`config.mk`:
```
export PLATFORM = sky130hd
export DESIGN_NAME = sar_adc_mode_and_result
export DESIGN_NICKNAME = d
export VERILOG_FILES = /design/src/hdl/sar_adc_pkg.sv /design/src/hdl/sar_adc_mode_and_result.sv
export SDC_FILE = /design/constraint.sdc
export NUM_CORES = 1
export LEC_CHECK = 0
export ABC_AREA = 1
export BUFFER_PORTS_ARGS = -buffer_cell sky130_fd_sc_hd__buf_4
export CAP_MARGIN = 10
export CELL_PAD_IN_SITES_DETAIL_PLACEMENT = 2
export CELL_PAD_IN_SITES_GLOBAL_PLACEMENT = 2
export CORE_ASPECT_RATIO = 1.25
export CORE_MARGIN = 4
export CORE_UTILIZATION = 31
export CTS_CLUSTER_SIZE = 10
export DETAILED_ROUTE_END_ITERATION = 6
export PLACE_DENSITY = 0.78
export SLEW_MARGIN = 25
export SYNTH_ARGS = -nofsm -noshare
export SYNTH_HDL_FRONTEND = slang
export SYNTH_SLANG_ARGS = --single-unit
```
`constraint.sdc`:
```
create_clock -name clk_i -period 2.47 [get_ports clk_i]
set_input_delay 0.1235 -clock clk_i [delete_from_list [all_inputs] [get_ports clk_i]]
set_output_delay 0.1235 -clock clk_i [all_outputs]
set_load 0.01 [all_outputs]
```
`src/hdl/sar_adc_pkg.sv`:
```
package sar_adc_pkg;

  // ----------------------------------------
  // register map
  // ----------------------------------------
  localparam logic [15:0] RESULT_WORD_ADDR = 16'hff06;
  localparam logic [15:0] RESULT_HIGH_ADDR = 16'hff07;
  localparam logic [15:0] MODE_ADDR = 16'hff8d;
  localparam logic [7:0] MODE_RESET = 8'h00;
  localparam logic [15:0] RESULT_RESET = 16'h0000;
  localparam logic [7:0] HIGH_BYTE_RESET = 8'h00;

  // ----------------------------------------
  // converter_mode fields
  // ----------------------------------------
  localparam int RUN_BIT = 7;
  localparam int DIV_LSB = 3;
  localparam int TS_LSB = 1;
  localparam int CE_BIT = 0;
  localparam logic [1:0] TS_NORMAL = 2'h0;
  localparam logic [1:0] TS_LOW = 2'h1;

  // ----------------------------------------
  // conversion lengths in conversion-clock periods
  // ----------------------------------------
  localparam logic [5:0] STEPS_NORMAL = 6'h16;
  localparam logic [5:0] STEPS_LOW = 6'h28;

  typedef enum logic [1:0] {
    ST_IDLE = 2'h0,
    ST_SAMPLE = 2'h1,
    ST_CONVERT = 2'h3
  } conv_state_t;

  // divisor 0 marks a prohibited setting
  function automatic logic [4:0] divisor_of(input logic [3:0] div, input logic [1:0] ts);
    logic [4:0] d;
    d = 5'h00;
    case (div)
      4'h0: d = 5'h0c;
      4'h1: d = 5'h08;
      4'h2: d = 5'h06;
      4'h3: d = 5'h04;
      4'h4: d = 5'h03;
      4'h5: d = 5'h02;
      default: d = (div[3] && ts == TS_NORMAL) ? 5'h10 : 5'h00;
    endcase
    if (ts != TS_NORMAL && ts != TS_LOW) begin
      d = 5'h00;
    end
    return d;
  endfunction : divisor_of

endpackage : sar_adc_pkg

```
`src/hdl/sar_adc_mode_and_result.sv`:
```
`timescale 1ns/1ns

module sar_adc_mode_and_result #(
  parameter int RES_BITS = 10
) (
  // clock and reset
  input wire logic clk_i,
  input wire logic reset_i,
  // cpu bus
  input wire logic bus_req_i,
  input wire logic bus_we_i,
  input wire logic [15:0] bus_addr_i,
  input wire logic [15:0] bus_wdata_i,
  input wire logic [7:0] bus_bitmask_i,
  output logic [15:0] bus_rdata_o,
  output logic bus_ready_o,
  // analogue side
  input wire logic comparator_i,
  output logic sample_hold_o,
  output logic comparator_power_o,
  output logic [RES_BITS-1:0] trial_code_o,
  // results
  output logic conversion_done_irq_o,
  output logic [7:0] result_high_byte_o
);

  if (RES_BITS < 8 || RES_BITS > 16) begin : g_bad_width
    $error("RES_BITS must be 8 to 16");
  end

  // ----------------------------------------
  // mode decode
  // ----------------------------------------
  logic [7:0] converter_mode_r;
  logic [15:0] result_word_r;
  logic conversion_run;
  logic comparator_enable;
  logic [3:0] clock_divider;
  logic [1:0] timing_set;
  logic [4:0] divisor;
  logic [5:0] steps;
  logic [5:0] sample_ticks;

  assign conversion_run = converter_mode_r[sar_adc_pkg::RUN_BIT];
  assign comparator_enable = converter_mode_r[sar_adc_pkg::CE_BIT];
  assign clock_divider = converter_mode_r[sar_adc_pkg::DIV_LSB +: 4];
  assign timing_set = converter_mode_r[sar_adc_pkg::TS_LSB +: 2];
  assign divisor = sar_adc_pkg::divisor_of(clock_divider, timing_set);
  assign steps = (timing_set == sar_adc_pkg::TS_LOW) ? sar_adc_pkg::STEPS_LOW
                                                      : sar_adc_pkg::STEPS_NORMAL;
  assign sample_ticks = steps - 6'(RES_BITS);

  // ----------------------------------------
  // cpu bus slave
  // ----------------------------------------
  logic wait_r;
  logic taken;
  logic waited;

  assign taken = bus_req_i && !wait_r && !bus_ready_o;
  assign waited = (bus_we_i && bus_addr_i == sar_adc_pkg::MODE_ADDR) ||
                  (!bus_we_i && (bus_addr_i == sar_adc_pkg::RESULT_WORD_ADDR ||
                                 bus_addr_i == sar_adc_pkg::RESULT_HIGH_ADDR));

  // one wait cycle for mode writes and result reads
  always_ff @(posedge clk_i or posedge reset_i) begin
    if (reset_i) begin
      wait_r <= 1'b0;
      bus_ready_o <= 1'b0;
      bus_rdata_o <= 16'h0000;
    end else begin
      bus_ready_o <= wait_r || (taken && !waited);
      wait_r <= taken && waited;
      if (taken && !bus_we_i) begin
        // word read; the odd address gives the high byte alone
        case (bus_addr_i)
          sar_adc_pkg::RESULT_WORD_ADDR: bus_rdata_o <= result_word_r;
          sar_adc_pkg::RESULT_HIGH_ADDR: bus_rdata_o <= {8'h00, result_word_r[15:8]};
          sar_adc_pkg::MODE_ADDR: bus_rdata_o <= {8'h00, converter_mode_r};
          default: bus_rdata_o <= 16'h0000;
        endcase
      end
    end
  end

  // bit writes use the mask, byte writes set it all ones
  always_ff @(posedge clk_i or posedge reset_i) begin
    if (reset_i) begin
      converter_mode_r <= sar_adc_pkg::MODE_RESET;
    end else if (taken && bus_we_i && bus_addr_i == sar_adc_pkg::MODE_ADDR) begin
      converter_mode_r <= (converter_mode_r & ~bus_bitmask_i) |
                          (bus_wdata_i[7:0] & bus_bitmask_i);
    end
  end

  // ----------------------------------------
  // comparator capture
  // ----------------------------------------
  // the comparator only answers the trial code launched from this clock, so it
  // settles within a cycle; a second stage would miss the decision at /2
  logic comp_r;

  always_ff @(posedge clk_i or posedge reset_i) begin
    if (reset_i) begin
      comp_r <= 1'b0;
    end else begin
      comp_r <= comparator_i;
    end
  end

  // comparator powered while either bit is set
  always_ff @(posedge clk_i or posedge reset_i) begin
    if (reset_i) begin
      comparator_power_o <= 1'b0;
    end else begin
      comparator_power_o <= conversion_run || comparator_enable;
    end
  end

  // ----------------------------------------
  // conversion clock and sequence
  // ----------------------------------------
  sar_adc_pkg::conv_state_t state_r;
  logic [4:0] div_cnt_r;
  logic [5:0] phase_cnt_r;
  logic [RES_BITS-1:0] sar_r;
  logic [RES_BITS-1:0] bit_r;
  logic [RES_BITS-1:0] final_code;
  logic active;
  logic tick;
  logic enter_convert;
  logic done;

  // a prohibited setting is treated as stopped
  assign active = conversion_run && divisor != 5'h00;
  assign tick = state_r != sar_adc_pkg::ST_IDLE && div_cnt_r == divisor - 5'h01;
  assign enter_convert = active && state_r == sar_adc_pkg::ST_SAMPLE && tick &&
                         phase_cnt_r == sample_ticks - 6'h01;
  assign done = active && state_r == sar_adc_pkg::ST_CONVERT && tick && bit_r[0];
  assign final_code = comp_r ? sar_r : (sar_r & ~bit_r);

  always_ff @(posedge clk_i or posedge reset_i) begin
    if (reset_i) begin
      div_cnt_r <= 5'h00;
    end else if (!active || state_r == sar_adc_pkg::ST_IDLE || tick) begin
      div_cnt_r <= 5'h00;
    end else begin
      div_cnt_r <= div_cnt_r + 5'h01;
    end
  end

  always_ff @(posedge clk_i or posedge reset_i) begin
    if (reset_i) begin
      phase_cnt_r <= 6'h00;
    end else if (!active || enter_convert || done || state_r == sar_adc_pkg::ST_IDLE) begin
      phase_cnt_r <= 6'h00;
    end else if (tick) begin
      phase_cnt_r <= phase_cnt_r + 6'h01;
    end
  end

  // sample, approximate, repeat while run is set
  always_ff @(posedge clk_i or posedge reset_i) begin
    if (reset_i) begin
      state_r <= sar_adc_pkg::ST_IDLE;
      sample_hold_o <= 1'b0;
    end else if (!active) begin
      state_r <= sar_adc_pkg::ST_IDLE;
      sample_hold_o <= 1'b0;
    end else begin
      case (state_r)
        sar_adc_pkg::ST_IDLE: begin
          state_r <= sar_adc_pkg::ST_SAMPLE;
          sample_hold_o <= 1'b1;
        end
        sar_adc_pkg::ST_SAMPLE: begin
          if (enter_convert) begin
            state_r <= sar_adc_pkg::ST_CONVERT;
            sample_hold_o <= 1'b0;
          end
        end
        sar_adc_pkg::ST_CONVERT: begin
          if (done) begin
            state_r <= sar_adc_pkg::ST_SAMPLE;
            sample_hold_o <= 1'b1;
          end
        end
        default: begin
          state_r <= sar_adc_pkg::ST_IDLE;
          sample_hold_o <= 1'b0;
        end
      endcase
    end
  end

  // msb first, keep the trial bit when the input is above it
  always_ff @(posedge clk_i or posedge reset_i) begin
    if (reset_i) begin
      sar_r <= '0;
      bit_r <= '0;
    end else if (!active || state_r == sar_adc_pkg::ST_IDLE) begin
      sar_r <= '0;
      bit_r <= '0;
    end else if (enter_convert) begin
      sar_r <= {1'b1, {(RES_BITS-1){1'b0}}};
      bit_r <= {1'b1, {(RES_BITS-1){1'b0}}};
    end else if (state_r == sar_adc_pkg::ST_CONVERT && tick) begin
      sar_r <= final_code | (bit_r >> 1);
      bit_r <= bit_r >> 1;
    end
  end

  assign trial_code_o = sar_r;

  // ----------------------------------------
  // result registers
  // ----------------------------------------
  // left-justified load and completion pulse
  always_ff @(posedge clk_i or posedge reset_i) begin
    if (reset_i) begin
      result_word_r <= sar_adc_pkg::RESULT_RESET;
      result_high_byte_o <= sar_adc_pkg::HIGH_BYTE_RESET;
      conversion_done_irq_o <= 1'b0;
    end else begin
      conversion_done_irq_o <= done;
      if (done) begin
        result_word_r <= {final_code, {(16-RES_BITS){1'b0}}};
        result_high_byte_o <= final_code[RES_BITS-1 -: 8];
      end
    end
  end

  // ----------------------------------------
  // checks
  // ----------------------------------------
  logic [9:0] conv_cyc_r;

  always_ff @(posedge clk_i or posedge reset_i) begin
    if (reset_i) begin
      conv_cyc_r <= 10'h000;
    end else if (!active || state_r == sar_adc_pkg::ST_IDLE || done) begin
      conv_cyc_r <= 10'h000;
    end else begin
      conv_cyc_r <= conv_cyc_r + 10'h001;
    end
  end

  property p_length;
    @(posedge clk_i) disable iff (reset_i)
      done |-> conv_cyc_r == 10'(divisor) * 10'(steps) - 10'h001;
  endproperty
  a_length: assert property (p_length) else $error("conversion length wrong");

  property p_stop;
    @(posedge clk_i) disable iff (reset_i)
      !conversion_run |=> state_r == sar_adc_pkg::ST_IDLE && !sample_hold_o;
  endproperty
  a_stop: assert property (p_stop) else $error("conversion not stopped");

  property p_power_off;
    @(posedge clk_i) disable iff (reset_i)
      (!conversion_run && !comparator_enable) [*2] |-> !comparator_power_o;
  endproperty
  a_power_off: assert property (p_power_off) else $error("comparator powered");

  property p_wait_only;
    @(posedge clk_i) disable iff (reset_i)
      !conversion_run && comparator_enable ##1 !conversion_run && comparator_enable
        |-> comparator_power_o && !conversion_done_irq_o;
  endproperty
  a_wait_only: assert property (p_wait_only) else $error("waiting mode wrong");

  property p_abort;
    @(posedge clk_i) disable iff (reset_i)
      !conversion_run |=> !conversion_done_irq_o ##1 $stable(result_word_r);
  endproperty
  a_abort: assert property (p_abort) else $error("abort updated result");

  property p_load;
    @(posedge clk_i) disable iff (reset_i)
      conversion_done_irq_o |-> result_high_byte_o == result_word_r[15:8] &&
        result_word_r[15-:RES_BITS] == $past(final_code) && result_word_r[5:0] == 6'h00;
  endproperty
  a_load: assert property (p_load) else $error("result load wrong");

  property p_step;
    @(posedge clk_i) disable iff (reset_i)
      active && state_r == sar_adc_pkg::ST_CONVERT && tick && !bit_r[0] |=>
        bit_r == ($past(bit_r) >> 1);
  endproperty
  a_step: assert property (p_step) else $error("approximation order wrong");

  property p_read_wait;
    @(posedge clk_i) disable iff (reset_i)
      taken && !bus_we_i && bus_addr_i == sar_adc_pkg::RESULT_WORD_ADDR |=>
        !bus_ready_o ##1 bus_ready_o && bus_rdata_o == $past(result_word_r, 2);
  endproperty
  a_read_wait: assert property (p_read_wait) else $error("result read wait wrong");

  property p_write_wait;
    @(posedge clk_i) disable iff (reset_i)
      taken && bus_we_i && bus_addr_i == sar_adc_pkg::MODE_ADDR |=>
        !bus_ready_o ##1 bus_ready_o;
  endproperty
  a_write_wait: assert property (p_write_wait) else $error("mode write wait wrong");

endmodule : sar_adc_mode_and_result

```
==> results.md <==
- Status: finished with violations
- Failing checks: setup timing
- First-pass detailed-route iteration total: 4
- Largest net degree at the start of global routing: 47
- Iteration-0 DRC count of the detailed router: 147
- Final hold vios: 0
- Flops & latches, synth: 73
- Die area: 14500 sq um
- M1 WL: 5.63 mm
- Post-DRT Antenna Nets: 0
- Layout Nets: 643
- Final Max Slew Viols: 0
- Pin slew with the least headroom to its limit: 0.728 ns
- FP Rows: 45
- Final setup margin: -0.137 ns
- Syn Inst Count: 498
- Initial antenna violation count: 0
- Ports: 83
- CTS H-tree depth: 3
- Peak VDD IR: 374 uV
- Initial Util: 32.0%
- Highest clock rate: 384 MHz
- Pre-CTS setup slack: -0.0249 ns
- Worst-path clk slew: 0.06 ns
- Worst path cell trace: nor2_4 > nand2_1 > nand2_1 > nand2_2 > ha_4 > nand2_2 > inv_2 > nor3_2 > nand3_2 > nor2_4 > nand4_1 > buf_6 > inv_4 > nor2_4 > nand2_1 > nand2_1
- CTS tree: yes
- Clk_skew: 0.00946 ns
- Area grow syn2layout: 35.6%
- Vias in the first global route: 4233
- Worst EP arrival: 2.82 ns
- Die W: 109 um
- CP max stage cell: dfrtp_2
- Lkg Pwr: 2.53 nW
- Hold Crit Depth: 3
- Crit start category: register
- Number of fill cells: 1418
- DRC: 0
- DIE HEIGHT: 134 um
- Cells on worst reg2reg path: 16
- PortBufs: 74
- Setup CP Type: reg -> reg
- Critical path peak fanout: 5
- Max Root-Sink Buffers: 2
- Clk_lat worst skew: 0.34 ns
- Cell Pwr Density: 485 nW/um^2
- Final Util: 43.4%
- CTS Buf Count: 9
- TNS Setup: -1.64 ns
- R2R Setup Slk: -0.14 ns
- Synthesized Nets: 551
- Setup crit end kind: register
- Detail Route met2 WL: 7.70 mm
- GRT Util Overall: 18.7%
- Hold_ws: 0.0201 ns
- Root Buffer: clkbuf_16
- WL/cell: 18.7 um
- Final WL: 14.2 mm
- Syn avg cell area: 7.89 sq um
- Via count: 3776
- Slew headroom: 51.4%
- Grt total ovfl: 0
- Core area: 12300 sq um
- Synth warn: 0
- Sequential area share after synthesis: 46.5%
- Crit share post-route: 106%
- HP Class: in -> reg
- HPWL after detailed placement: 9.36 mm
- Reg2reg end: phase_cnt_r[5]
- Storage element area: 1830 sq um
- Synthesized cell area: 3930 sq um
- Final setup fails: 35
- Most used cell, CP: nand2_1
- First-pass GRT wire length: 21.4 mm
- Max-Cap Viols: 0
- CP required: 2.69 ns
- Yosys cell types: 37
- Slowest Stage Delay on Critical Path: 0.45 ns
- Layout cells sized above 1: 32.3%
- RSZ-0062 raised after global routing: true
- Total Power: 2.58 mW
- # diodes: 0
- Routed wl met3: 473 um
- Clock Sinks: 73
- Placer congestion estimate: 0.781
- Multi-input logic area: 1970 sq um
- Hold Startpoint: bus_wdata_i[3]
- Post-layout min period: 2.61 ns
- Max Used Layer: met4
- DR vias/cell: 4.97
worst max-delay path by stage:
stage                             to  depth (start not counted)     start  slack, ns
2_1_floorplan        trial_code_o[0]                         16  register       0.22
3_3_place_gp          phase_cnt_r[5]                         16  register       0.11
3_5_place_dp         trial_code_o[5]                         16  register      -0.02
4_1_cts        result_high_byte_o[2]                         14  register      0.004
5_1_grt               phase_cnt_r[5]                         17  register      -0.33
6_report              phase_cnt_r[5]                         16  register      -0.14
final cells by class:
| type | count | share of cell area, % |
|---|---|---|
| clock buffers | 10 | 4.49 |
| clock inverters | 6 | 0.916 |
| inverters | 57 | 4.16 |
| multi-input cells | 352 | 37.0 |
| flip-flops and latches | 73 | 34.4 |
| well taps | 164 | 3.85 |
| repair buffers | 97 | 15.2 |
cells in the mapped netlist (all sizes together):
cell | count | area, sq um
a21boi | 1 | 7.51
a21oi | 20 | 138
and3 | 1 | 6.26
buf | 15 | 119
clkbuf | 4 | 15.0
dfrtp | 73 | 1830
ha | 8 | 100
inv | 57 | 214
nand2 | 181 | 692
nand3 | 36 | 208
nand4 | 12 | 81.3
nor2 | 33 | 165
nor3 | 6 | 35.0
nor3b | 1 | 7.51
nor4 | 1 | 6.26
o211ai | 2 | 15.0
o21a | 1 | 7.51
o21ai | 24 | 120
o21bai | 3 | 22.5
o22ai | 4 | 25.0
o31ai | 8 | 60.1
or2 | 2 | 12.5
xnor2 | 1 | 8.76
xor2 | 4 | 35.0
critical path: cells and delay by family (launching register included):
| family | cells | cell delay, ns |
|---|---|---|
| flip-flops | 1 | 0.45 |
| adder cells (fa/ha/maj) | 1 | 0.27 |
| AND/OR/NAND/NOR | 12 | 1.43 |
| buffers and inverters | 3 | 0.33 |
layout by cell type (no fill, tap or decap), types with 3 or more instances in the layout:
cell and count:
nand2_1 157, buf_4 87, dfrtp_1 71, inv_1 49, nand3_1 29, nand2_2 20, nor2_1 19, o21ai_0 14
a21oi_2 14, nand4_1 11, clkbuf_16 10, nor2_2 9, o31ai_1 8, nor2_4 7, o21ai_1 7, inv_2 6
a21oi_1 6, ha_1 6, nand3_2 5, nor3_1 4, nand2_4 4, xor2_1 4, o22ai_1 4, buf_12 4
inv_6 3, o21bai_1 3, o21ai_2 3, clkinvlp_4 3, buf_6 3
repair_timing:
action	in CTS	in global routing
hold buffers	2	0
hold endpoints to repair	28	0
pin swaps	7	30
endpoints found under the setup margin	25	44
cloned	3	3
buffers inserted	3	4
gates resized for setup	14	58
metrics by stage:
step	cell area, sq um	std cells
after floorplan	3930	498
after global placement	4690	730
after detailed placement	4690	730
after CTS	5090	754
after global routing	5330	759
final	5330	759
routing by layer:
metal	vias up	global-route usage [%]
met4	0	7.23
met3	24	2.99
li1	1775	-
met2	74	33.7
met5	-	0
met1	1903	22.0
report_power, final:
group          total, mW  switching (mW)  leakage (nW)  internal (mW)
clock network       1.28           0.559         0.132          0.717
logic              0.107          0.0580          1.38         0.0485
registers           1.20         0.00339          1.01           1.20
total               2.58           0.621          2.53           1.96
cell families after synthesis:
logic type	count (synthesis)	share of synthesized area [%]
and+or+nand+nor	273	30.9
xor gates and xnor gates	5	1.11
adders and majority gates	8	2.55
AOI/OAI and AO/OA	63	10.1
DFF	73	46.5
buffers and inverters	76	8.86
(Power assumes the default switching activity.)
